==> config.mk <==
export PLATFORM = sky130hd
export DESIGN_NAME = paged_config_register_bank
export DESIGN_NICKNAME = d
export VERILOG_FILES = /design/src/init_sequencer.v /design/src/low_power_ctrl.v /design/src/paged_config_register_bank.v
export VERILOG_INCLUDE_DIRS = /design/src
export SDC_FILE = /design/constraint.sdc
export NUM_CORES = 1
export LEC_CHECK = 0
export BUFFER_PORTS_ARGS = -buffer_cell sky130_fd_sc_hd__clkbuf_2
export CAP_MARGIN = 10
export CORE_ASPECT_RATIO = 1.2
export CORE_MARGIN = 5
export CORE_UTILIZATION = 56
export CTS_CLUSTER_SIZE = 8
export DETAILED_ROUTE_END_ITERATION = 7
export PLACE_DENSITY = 0.74
export SETUP_SLACK_MARGIN = 0.15
export SYNTH_ARGS = -nofsm -noshare
export SYNTH_HDL_FRONTEND = slang
export SYNTH_HIERARCHICAL = 1
export SYNTH_SLANG_ARGS = --single-unit
==> constraint.sdc <==
create_clock -name CORE_CLK -period 6.69 [get_ports CORE_CLK]
set_input_delay 1.338 -clock CORE_CLK [delete_from_list [all_inputs] [get_ports CORE_CLK]]
set_output_delay 1.338 -clock CORE_CLK [all_outputs]
set_load 0.02 [all_outputs]
==> src/eqbank_defines.vh <==
`ifndef EQBANK_DEFINES_VH
`define EQBANK_DEFINES_VH
// shared page offsets
`define OFS_INIT_CTRL      8'he2
`define OFS_REVISION       8'hf0
`define OFS_PART_ID        8'hf1
`define OFS_PAGE_CTRL      8'hff
// equalizer page offsets
`define OFS_EQ_CTRL        8'h00
// reset values
`define RST_INIT_CTRL      8'h10
`define RST_EQ_CTRL        8'h08
`define RST_PAGE_CTRL      8'h00
// reserved shared words at the bottom of the map
`define OFS_SHARED_RSVD_LAST 8'h09
`define OFS_SHARED_RW_FIRST  8'h02
`define OFS_SHARED_RW_LAST   8'h08
`define RST_SHARED_00      8'h00
`define RST_SHARED_01      8'h40
`define RST_SHARED_02      8'h02
`define RST_SHARED_03      8'h00
`define RST_SHARED_04      8'h01
`define RST_SHARED_05      8'h00
`define RST_SHARED_06      8'h00
`define RST_SHARED_07      8'h04
`define RST_SHARED_08      8'h11
`define RST_SHARED_09      8'h00
// arbitrary identity values
`define REVISION_CODE      8'h5a
`define PART_CODE_VALUE    8'ha5
// field positions
`define BIT_INIT_TRIGGER   0
`define BIT_INIT_DONE      4
`define BIT_PAGE_ENABLE    2
`define PAGE_EQ            2'h1
`define BIT_DETECT_SRC     7
`define BIT_LP_OVERRIDE    5
`define LP_MODE_HI         4
`define LP_MODE_LO         3
`define BIT_EQ_CLEAR       2
`define LP_AUTO            2'h0
`define LP_OFF             2'h1
`define LP_FORCE           2'h3
// init sequence length in cycles
`define INIT_CYCLES        16'h0040
`endif

==> src/init_sequencer.v <==
`timescale 1ns/1ps
`default_nettype none
`include "eqbank_defines.vh"
module init_sequencer #(
   parameter [15:0] INIT_LEN = `INIT_CYCLES
) (
   input  wire       clk,
   input  wire       rst,
   input  wire       start,
   output reg        busy,
   output reg        done,
   output wire       load_pulse
);
   localparam S_IDLE = 1'b0;
   localparam S_RUN  = 1'b1;
   reg        state;
   reg [15:0] count;
   ////////////////////////////////////////////////////////////
   // counts through the default-load sequence
   always @(posedge clk)
   begin
      if (rst)
      begin
         state <= S_IDLE;
         count <= 16'h0000;
         busy  <= 1'b0;
         done  <= 1'b1;
      end
      else
      begin
         case (state)
            S_IDLE:
            begin
               if (start)
               begin
                  state <= S_RUN;
                  count <= INIT_LEN - 16'h0001;
                  busy  <= 1'b1;
                  done  <= 1'b0;
               end
            end
            S_RUN:
            begin
               if (count == 16'h0000)
               begin
                  state <= S_IDLE;
                  busy  <= 1'b0;
                  done  <= 1'b1;
               end
               else
                  count <= count - 16'h0001;
            end
            default:
               state <= S_IDLE;
         endcase
      end
   end
   // defaults are loaded once, at the first cycle of the run
   assign load_pulse = (state == S_IDLE) && start;
endmodule // init_sequencer
`default_nettype wire

==> src/low_power_ctrl.v <==
`timescale 1ns/1ps
`default_nettype none
`include "eqbank_defines.vh"
module low_power_ctrl (
   input  wire       clk,
   input  wire       rst,
   input  wire       override,
   input  wire [1:0] mode,
   input  wire       carrier,
   output reg        power_save
);
   reg next_power_save;
   ////////////////////////////////////////////////////////////
   // mode decode; reserved code 10 treated like auto
   always @*
   begin
      next_power_save = ~carrier;
      if (override)
      begin
         case (mode)
            `LP_AUTO:  next_power_save = ~carrier;
            `LP_OFF:   next_power_save = 1'b0;
            `LP_FORCE: next_power_save = 1'b1;
            default:   next_power_save = ~carrier;
         endcase
      end
   end
   // registered so the output pin never glitches
   always @(posedge clk)
   begin
      if (rst)
         power_save <= 1'b1;
      else
         power_save <= next_power_save;
   end
endmodule // low_power_ctrl
`default_nettype wire

==> src/paged_config_register_bank.v <==
`timescale 1ns/1ps
`default_nettype none
`include "eqbank_defines.vh"
module paged_config_register_bank #(
   parameter [15:0] INIT_LEN = `INIT_CYCLES
) (
   input  wire       CORE_CLK,
   input  wire       RST,
   input  wire       WR_EN,
   input  wire       RD_EN,
   input  wire [7:0] ADDR,
   input  wire [7:0] WDATA,
   output reg  [7:0] RDATA,
   input  wire       CARRIER_PRESENT,
   input  wire       COARSE_ADAPT_DONE,
   output reg        CARRIER_FLAG_OUT_N,
   output wire       POWER_SAVE,
   output wire       INIT_BUSY
);
   reg  [7:0] page_ctrl;
   reg  [7:0] eq_ctrl;
   reg        init_trigger;
   reg  [2:0] init_rsvd;
   wire       init_done;
   wire       load_pulse;
   wire       shared_sel;
   wire       eq_sel;
   wire       init_wr;
   reg  [7:0] shared_rsvd [0:9];
   ////////////////////////////////////////////////////////////
   // page decode; shared page while enable bit is low
   assign shared_sel = ~page_ctrl[`BIT_PAGE_ENABLE];
   assign eq_sel     = page_ctrl[`BIT_PAGE_ENABLE] &&
                       (page_ctrl[1:0] == `PAGE_EQ);
   // one decode feeds both the init register and the sequencer start
   assign init_wr    = WR_EN && shared_sel && (ADDR == `OFS_INIT_CTRL);

   // page control lives on both pages so the host can always leave
   function is_page_reg;
      input [7:0] a;
      begin
         is_page_reg = (a == `OFS_PAGE_CTRL);
      end
   endfunction

   // reserved shared words sit at the bottom of the map
   function is_shared_rsvd;
      input [7:0] a;
      begin
         is_shared_rsvd = (a <= `OFS_SHARED_RSVD_LAST);
      end
   endfunction

   // only the middle reserved words take writes; the ends are read-only
   function is_shared_rsvd_rw;
      input [7:0] a;
      begin
         is_shared_rsvd_rw = (a >= `OFS_SHARED_RW_FIRST) &&
                             (a <= `OFS_SHARED_RW_LAST);
      end
   endfunction

   ////////////////////////////////////////////////////////////
   // page control register; starts on shared page
   always @(posedge CORE_CLK)
   begin
      if (RST)
         page_ctrl <= `RST_PAGE_CTRL;
      else if (WR_EN && is_page_reg(ADDR))
         page_ctrl <= WDATA;
   end

   ////////////////////////////////////////////////////////////
   // shared init register; trigger reads back as written
   always @(posedge CORE_CLK)
   begin
      if (RST)
      begin
         init_trigger <= 1'b0;
         init_rsvd    <= 3'b000;
      end
      else if (init_wr)
      begin
         init_trigger <= WDATA[`BIT_INIT_TRIGGER];
         init_rsvd    <= WDATA[3:1];
      end
   end

   ////////////////////////////////////////////////////////////
   // reserved shared words; defaults in 02 to 08 stand until the host writes them, 00, 01 and 09 ignore writes,
   // so a read-modify-write by the host never disturbs them
   always @(posedge CORE_CLK)
   begin
      if (RST)
      begin
         shared_rsvd[0] <= `RST_SHARED_00;
         shared_rsvd[1] <= `RST_SHARED_01;
         shared_rsvd[2] <= `RST_SHARED_02;
         shared_rsvd[3] <= `RST_SHARED_03;
         shared_rsvd[4] <= `RST_SHARED_04;
         shared_rsvd[5] <= `RST_SHARED_05;
         shared_rsvd[6] <= `RST_SHARED_06;
         shared_rsvd[7] <= `RST_SHARED_07;
         shared_rsvd[8] <= `RST_SHARED_08;
         shared_rsvd[9] <= `RST_SHARED_09;
      end
      else if (WR_EN && shared_sel && is_shared_rsvd_rw(ADDR))
         shared_rsvd[ADDR[3:0]] <= WDATA;
   end

   init_sequencer #(
      .INIT_LEN   (INIT_LEN)
   ) u_init (
      .clk        (CORE_CLK),
      .rst        (RST),
      .start      (init_wr && WDATA[`BIT_INIT_TRIGGER]),
      .busy       (INIT_BUSY),
      .done       (init_done),
      .load_pulse (load_pulse)
   );

   ////////////////////////////////////////////////////////////
   // equalizer control; clear bit never stored, so reads zero
   always @(posedge CORE_CLK)
   begin
      if (RST || load_pulse)
         eq_ctrl <= `RST_EQ_CTRL;
      else if (WR_EN && eq_sel && ADDR == `OFS_EQ_CTRL)
      begin
         if (WDATA[`BIT_EQ_CLEAR])
            eq_ctrl <= `RST_EQ_CTRL;
         else
            eq_ctrl <= WDATA;
      end
      // writes with an invalid page code fall through untouched
   end

   low_power_ctrl u_lp (
      .clk        (CORE_CLK),
      .rst        (RST),
      .override   (eq_ctrl[`BIT_LP_OVERRIDE]),
      .mode       (eq_ctrl[`LP_MODE_HI:`LP_MODE_LO]),
      .carrier    (CARRIER_PRESENT),
      .power_save (POWER_SAVE)
   );

   ////////////////////////////////////////////////////////////
   // detect pin source select, active low out
   always @(posedge CORE_CLK)
   begin
      if (RST)
         CARRIER_FLAG_OUT_N <= 1'b1;
      else if (eq_ctrl[`BIT_DETECT_SRC])
         CARRIER_FLAG_OUT_N <= ~CARRIER_PRESENT;
      else
         CARRIER_FLAG_OUT_N <= ~COARSE_ADAPT_DONE;
   end

   ////////////////////////////////////////////////////////////
   // registered read data, one cycle after RD_EN
   always @(posedge CORE_CLK)
   begin
      if (RST)
         RDATA <= 8'h00;
      else if (RD_EN)
      begin
         if (is_page_reg(ADDR))
            RDATA <= page_ctrl;
         else if (shared_sel)
         begin
            case (ADDR)
               `OFS_INIT_CTRL:
                  RDATA <= {3'b000, init_done, init_rsvd, init_trigger};
               `OFS_REVISION: RDATA <= `REVISION_CODE;
               `OFS_PART_ID:  RDATA <= `PART_CODE_VALUE;
               default:
               begin
                  if (is_shared_rsvd(ADDR))
                     RDATA <= shared_rsvd[ADDR[3:0]];
                  else
                     RDATA <= 8'h00;
               end
            endcase
         end
         else if (eq_sel && ADDR == `OFS_EQ_CTRL)
            RDATA <= eq_ctrl & 8'hfb;
         else
            RDATA <= 8'h00;
      end
   end
endmodule // paged_config_register_bank
`default_nettype wire

==> results of run 1 <==
[sequential cells by signal, indices dropped and copies added (netlist names), 3 cells and up]
register      cells
shared_rsvd     100
eq_ctrl           7
RDATA             8
page_ctrl         8
init_rsvd         3
u_init/count     16
[worst paths after layout]
kind                              startpoint               end  cells after the start
worst max-delay path                 ADDR[2]  u_init/count[10]                      9
worst min-delay path            page_ctrl[1]      page_ctrl[1]                      2
worst max register to register  page_ctrl[2]  u_init/count[10]                      7
worst min register to register  page_ctrl[1]      page_ctrl[1]                      2
[logic make-up (layout without fill, tap and decap cells)]
logic type | after synthesis | count (layout) | share of synthesized area [%]
AND/OR/NAND/NOR | 245 | 245 | 21.06
flip-flops | 148 | 148 | 56.29
AO/OA/AOI/OAI | 89 | 89 | 8.991
multiplexers | 48 | 48 | 10.68
buffers and inverters | 44 | 77 | 2.701
other | 2 | 36 | 0.1066
adder cells (fa/ha/maj) | 1 | 1 | 0.1777
[layout by cell type, fill, tap and decap left out, types with 3 or more instances in the layout]
master     instances
nor4_1             7
or2_1              6
clkinv_4           4
a2111oi_0          3
edfxtp_1         100
nor2_1            43
nor3_1            18
a21oi_1           18
clkbuf_2          33
a311o_1            3
a221oi_1           7
nand2b_1          10
conb_1            36
nor2b_1            7
a31oi_1            3
nand4_1            4
nor4_2             5
a311oi_1           4
mux2i_1           20
and2_1            61
buf_4              4
nand3_1           10
nand3b_1           8
nand2_1           32
or4_4              3
or4_1              3
mux2_2             7
o21ai_0           18
inv_1              8
o31ai_1            4
dfxtp_1           48
or3_1              7
mux4_2            21
nor4_4             4
or2_2              5
a211oi_1           7
clkbuf_16         20
o2111ai_1          3
[layout make-up]
class	count	area, um2
Multi-Input combinational cell	419	3015
Sequential cell	148	3964
Clock buffer	23	513.0
Clock inverter	9	90.09
Timing Repair Buffer	36	190.2
Fill cell	940	4488
Tap cell	164	205.2
Inverter	9	33.78
[critical path, cell delays in order]
cell and delay [ns]:
clkbuf_2 0.28, nor2_1 0.37, nand3b_1 0.26, nor4_2 0.60
and2_1 0.44, nor2b_1 0.40, nor2_1 0.17, nand3_1 0.12
o41ai_1 0.07
[stage by stage]
| step | std cells | utilization [%] | instance area, um2 |
|---|---|---|---|
| after floorplan | 611 | - | 7169 |
| after global placement | 776 | 59.27 | 7408 |
| after detailed placement | 776 | 59.27 | 7408 |
| after CTS | 808 | 64.09 | 8011 |
| after global routing | 808 | 64.09 | 8011 |
| final | 808 | 64.09 | 8011 |
[where the power goes]
group / internal, mW / leakage (nW) / switching, mW
logic: 0.0483 / 1.27 / 0.0852
registers: 1.01 / 1.35 / 0.0123
clock network: 0.582 / 0.300 / 0.365
[layer usage]
layer / global-route usage (%) / vias up / wire length, um / share of wire (%)
met4: 9.218 / 0 / 430 / 2.7
li1: - / 2260 / - / -
met2: 39.17 / 148 / 8681 / 54
met3: 4.346 / 38 / 779 / 4.8
met5: 0 / - / 0 / 0
met1: 26.60 / 2402 / 6281 / 39
==> key figures, run 1 <==
CTS
  • Clk buf depth: 2
  • TritonCTS buffer count: 17
  • CTS Hold Bufs: 0
  • Clock Pin Slew Worst Setup and Hold Paths: 0.06 ns
  • H-Tree Depth: 4
  • CTS tree: built
  • Clock latency on the worst-skew pair: 0.42 ns
  • Post-CTS Resized: 0
  • CTS Root Cell: clkbuf_16
  • Setup Fix Bufs, Post-CTS: 0
  • CTS sink count: 148

STA
  • Tmin final: 3.746 ns
  • Fin crit share: 55.99%
  • Final setup vio count: 0
  • Slew Limit Fails: 0
  • Fmax: 0.2670 GHz
  • Final worst slack: 2.944 ns
  • Setup TNS: 0 ns
  • Worst-Margin Slew: 1.034 ns
  • RSZ-0062 raised after global routing: no
  • Fin Hold WS: 0.4768 ns
  • Worst Skew: 0.008088 ns
  • Max transition margin: 31.07%
  • Fin. Hold Viols: 0

Logic synthesis
  • Register area share after synthesis: 56.29%
  • Netlist cell types: 66
  • Yosys synthesis warning count: 6
  • Post-Syn Area: 0.007042 mm2
  • Top cell type's share of synthesized area: 42.64%
  • Number of flops mapped to enable cells by yosys: 100
  • Fraction of registers with async set/reset: 0%
  • Average cell area after synthesis: 12.20 um2
  • FF+latch count, synth: 148
  • Most common cell in the netlist: edfxtp_1
  • Synth cell count leaders: edfxtp_1, and2_1, dfxtp_1
  • Mapped Cells: 577
  • Most area-consuming cells after synthesis: edfxtp_1, dfxtp_1, mux4_2
  • Predominant post-synthesis flop cell: edfxtp_1
  • Post-synth top area cell: edfxtp_1

Worst setup path
  • Setup Crit Path Kind: input port to flip-flop
  • Startpoint types: input port
  • Crit end category: flip-flop
  • Reg-to-reg slack, setup: 4.08 ns
  • Worst EP arrival: 4.04 ns
  • Worst path required time: 6.99 ns
  • Top fanout value on the critical path: 19

Placed design
  • DP HPWL: 10960 um
  • Port Buffers: 32
  • RePlAce Congestion: 0.9294
  • Worst slack at placement: 2.576 ns

Global routing
  • Total GRT Usage: 22.26%
  • Remaining Overflow, GRT: 0
  • Largest net degree at the start of global routing: 42
  • Vias in the first global route: 4691
  • Global-route wire length before repair: 25470 um
  • Initial antenna violation count: 0

Run
  • MaxCap Viol Count: 0

Floorplan
  • Die height: 132.8 um
  • I/O Pins: 33
  • Width of the die: 112.4 um
  • Placeable Area: 0.01250 mm2
  • FP Rows: 45
  • Die ar.: 0.01493 mm2
  • Initial Utilization: 56.34%

Pwr
  • Leakage: 2.919 nW
  • P per Cell Area: 262.9 mW/mm2
  • Total design power: 2.106 mW
  • Max VDD drop: 0.0001635 V

Drt
  • Routed wire per std cell: 20.01 um
  • Pre-antenna DRT Iters: 5
  • Via density: 6.000
  • WL final: 16170 um
  • Drt drc: 0
  • Remaining antenna violation count: 0
  • Total number of vias: 4848
  • Starting DRT DRC Count: 416

Min path
  • Min-delay worst type: flip-flop to flip-flop

Cells and area
  • Share of layout cells above drive strength 1: 18.63%
  • Layout area overhead: 13.77%
  • Final nets: 654
  • Antenna diode count: 0

Run status
  • Status: completed
Power figures use the tool's default switching activity.
==> run 2, diff against run 1 <==
==> constraint.sdc (replaced) <==
create_clock -name CORE_CLK -period 3.61 [get_ports CORE_CLK]
set_input_delay 0.722 -clock CORE_CLK [delete_from_list [all_inputs] [get_ports CORE_CLK]]
set_output_delay 0.722 -clock CORE_CLK [all_outputs]
set_load 0.02 [all_outputs]
==> run 2 against run 1 <==
  * First-iteration DRC count up 6.0%
  * Critical path depth down 4
  * Global-route usage up 0.61 points
  * Register-to-register slack worse by 2.8 ns
  * Setup slack worse by 2.2 ns
  * Critical path type unchanged
  * Critical endpoint is now shared_rsvd[4][5]
  * Largest power group unchanged
  * Highest routed layer unchanged
==> key figures, run 2 (same netlist as run 1, synthesis figures left out) <==
Run status
  • Status: completed (unchanged)

Floorplan
  • Die ar.: 0.01493 mm2 (unchanged)
  • I/O Pins: 33 (unchanged)
  • Placeable Area: 0.01250 mm2 (unchanged)
  • Width of the die: 112.4 um (unchanged)
  • FP Rows: 45 (unchanged)
  • Die height: 132.8 um (unchanged)
  • Initial Utilization: 56.34% (unchanged)

CTS
  • TritonCTS buffer count: 17 (unchanged)
  • Clock latency on the worst-skew pair: 0.42 ns (about the same)
  • Clock Pin Slew Worst Setup and Hold Paths: 0.06 ns (about the same)
  • CTS sink count: 148 (unchanged)
  • H-Tree Depth: 4 (unchanged)
  • CTS Hold Bufs: 0 (unchanged)
  • CTS Root Cell: clkbuf_16 (unchanged)
  • Clk buf depth: 2 (unchanged)
  • CTS tree: built (unchanged)
  • Setup Fix Bufs, Post-CTS: 0 (unchanged)
  • Post-CTS Resized: 0 (unchanged)

Drt
  • Total number of vias: 4953 (was 4848)
  • Starting DRT DRC Count: 441 (was 416)
  • Drt drc: 0 (unchanged)
  • Via density: 6.062 (was 6.000)
  • Remaining antenna violation count: 0 (unchanged)
  • Routed wire per std cell: 20.47 um (was 20.01 um)
  • Pre-antenna DRT Iters: 5 (unchanged)
  • WL final: 16720 um (was 16170 um)

Global routing
  • Global-route wire length before repair: 25740 um (was 25470 um)
  • Remaining Overflow, GRT: 0 (unchanged)
  • Vias in the first global route: 4725 (was 4691)
  • Largest net degree at the start of global routing: 79 (was 42)
  • Initial antenna violation count: 0 (unchanged)
  • Total GRT Usage: 22.86% (was 22.26%)

Placed design
  • Placed cell count: 785 (was 776)
  • RePlAce Congestion: 0.9485 (was 0.9294)
  • Port Buffers: 32 (unchanged)
  • DP HPWL: 11370 um (was 10960 um)
  • Placement-stage cell area: 0.007488 mm2 (was 0.007408 mm2)

Cells and area
  • Layout area overhead: 14.62% (was 13.77%)
  • Max reg flops: 100 (unchanged)
  • Final nets: 663 (was 654)
  • Fin cells: 817 (was 808)
  • Most common cell after layout, fill and taps aside: edfxtp_1 (unchanged)
  • Fin util: 64.57% (was 64.09%)
  • FF+latch area: 0.003964 mm2 (unchanged)
  • Fill count: 966 (was 940)
  • Antenna diode count: 0 (unchanged)
  • Fin area: 0.008071 mm2 (was 0.008011 mm2)
  • Most frequent cells in the layout: edfxtp_1, and2_1, dfxtp_1 (unchanged)
  • Multi-input gate area: 0.003015 mm2 (unchanged)
  • Biggest regs: shared_rsvd x100, u_init/count x16 (unchanged)
  • Top reg by flops: shared_rsvd (unchanged)
  • Share of layout cells above drive strength 1: 19.91% (was 18.63%)

Run
  • MaxCap Viol Count: 0 (unchanged)

Worst setup path
  • R2R Path Start: page_ctrl[2] (unchanged)
  • Reg-to-reg slack, setup: 1.24 ns (was 4.08 ns)
  • Critical Path Start: ADDR[4] (was ADDR[2])
  • FF-to-FF End: shared_rsvd[4][5] (was u_init/count[10])
  • Worst EP arrival: 2.95 ns (was 4.04 ns)
  • CP endpoint: shared_rsvd[4][5] (was u_init/count[10])
  • Top fanout value on the critical path: 11 (was 19)
  • Crit end category: flip-flop (unchanged)
  • Startpoint types: input port (unchanged)
  • Path depth of the worst reg2reg path: 4 (was 7)
  • Worst path required time: 3.69 ns (was 6.99 ns)
  • Setup Crit Path Kind: input port to flip-flop (unchanged)

STA
  • Fmax: 0.3488 GHz
  • Max transition margin: 50.40% (was 31.07%)
  • Setup TNS: 0 ns (unchanged)
  • Fin crit share: 79.42%
  • Worst-Margin Slew: 0.7378 ns (was 1.034 ns)
  • Fin. Hold Viols: 0 (unchanged)
  • Slew Limit Fails: 0 (unchanged)
  • Worst Skew: 0.007810 ns (was 0.008088 ns)
  • Final setup vio count: 0 (unchanged)
  • RSZ-0062 raised after global routing: no (unchanged)
  • Tmin final: 2.867 ns

Pwr
  • Max VDD drop: 0.0002857 V (was 0.0001635 V)
  • Leakage: 2.963 nW (was 2.919 nW)
  • P per Cell Area: 477.1 mW/mm2 (was 262.9 mW/mm2)
  • Total design power: 3.851 mW (was 2.106 mW)

Min path
  • Hold Path Stages: 2 (unchanged)
  • Min-delay worst type: flip-flop to flip-flop (unchanged)
==> run 2: cell types whose count changed in the layout (fill, tap and decap cells not counted), moves of 2 or more <==
cell | previous run | this run
buf_4 | 4 | 12
clkbuf_8 | 0 | 2
clkinv_2 | 2 | 5
clkinv_4 | 4 | 1
==> run 2: worst max-delay path, stage by stage <==
cell and delay (ns):
clkbuf_2 0.18, or4_4 0.60, a2111o_4 0.61, nor4_4 0.43, or2_1 0.40
==> run 2: how the worst min path moves through the flow <==
| stage | startpoint | to | slack [ns] |
|---|---|---|---|
| finish | eq_ctrl[1] | eq_ctrl[1] | 0.46 |
| global route | eq_ctrl[1] | eq_ctrl[1] | 0.48 |
| CTS | eq_ctrl[1] | eq_ctrl[1] | 0.46 |
| detailed placement | eq_ctrl[1] | eq_ctrl[1] | 0.45 |
| global placement | eq_ctrl[1] | eq_ctrl[1] | 0.44 |
| floorplan | eq_ctrl[0] | eq_ctrl[0] | 0.43 |
==> run 2: power by group <==
group	switching, mW	leakage (nW)	internal, mW
clock network	0.654	0.294	1.04
logic	0.160	1.32	0.0949
registers	0.0258	1.35	1.88
==> run 2: routing by layer <==
metal / share of wire [%] / GRT usage (%) / vias to the layer above / routed length, um
met2: 54 / 39.99 / 206 / 8995
met4: 4.0 / 11.29 / 0 / 663
met3: 5.4 / 4.392 / 45 / 896
met1: 37 / 26.78 / 2415 / 6168
li1: - / - / 2287 / -
met5: 0 / 0 / - / 0
==> run 2: per-stage QoR <==
step	setup slack, ns	hold WS, ns
after detailed placement	0.3837	0.4485
final	0.7429	0.4599
after floorplan	0.4030	0.4317
after CTS	0.7655	0.4566
after global routing	0.6596	0.4843
after global placement	0.4947	0.4439
==> run 2: area by class of cell <==
cell class / instances / area share [%]
inverter: 9 / 0.4185
tap: 164 / 2.542
multi-input combinational: 419 / 37.36
sequential: 148 / 49.11
clock inverter: 7 / 0.5115
timing repair buffer: 45 / 3.348
clock buffer: 25 / 6.712
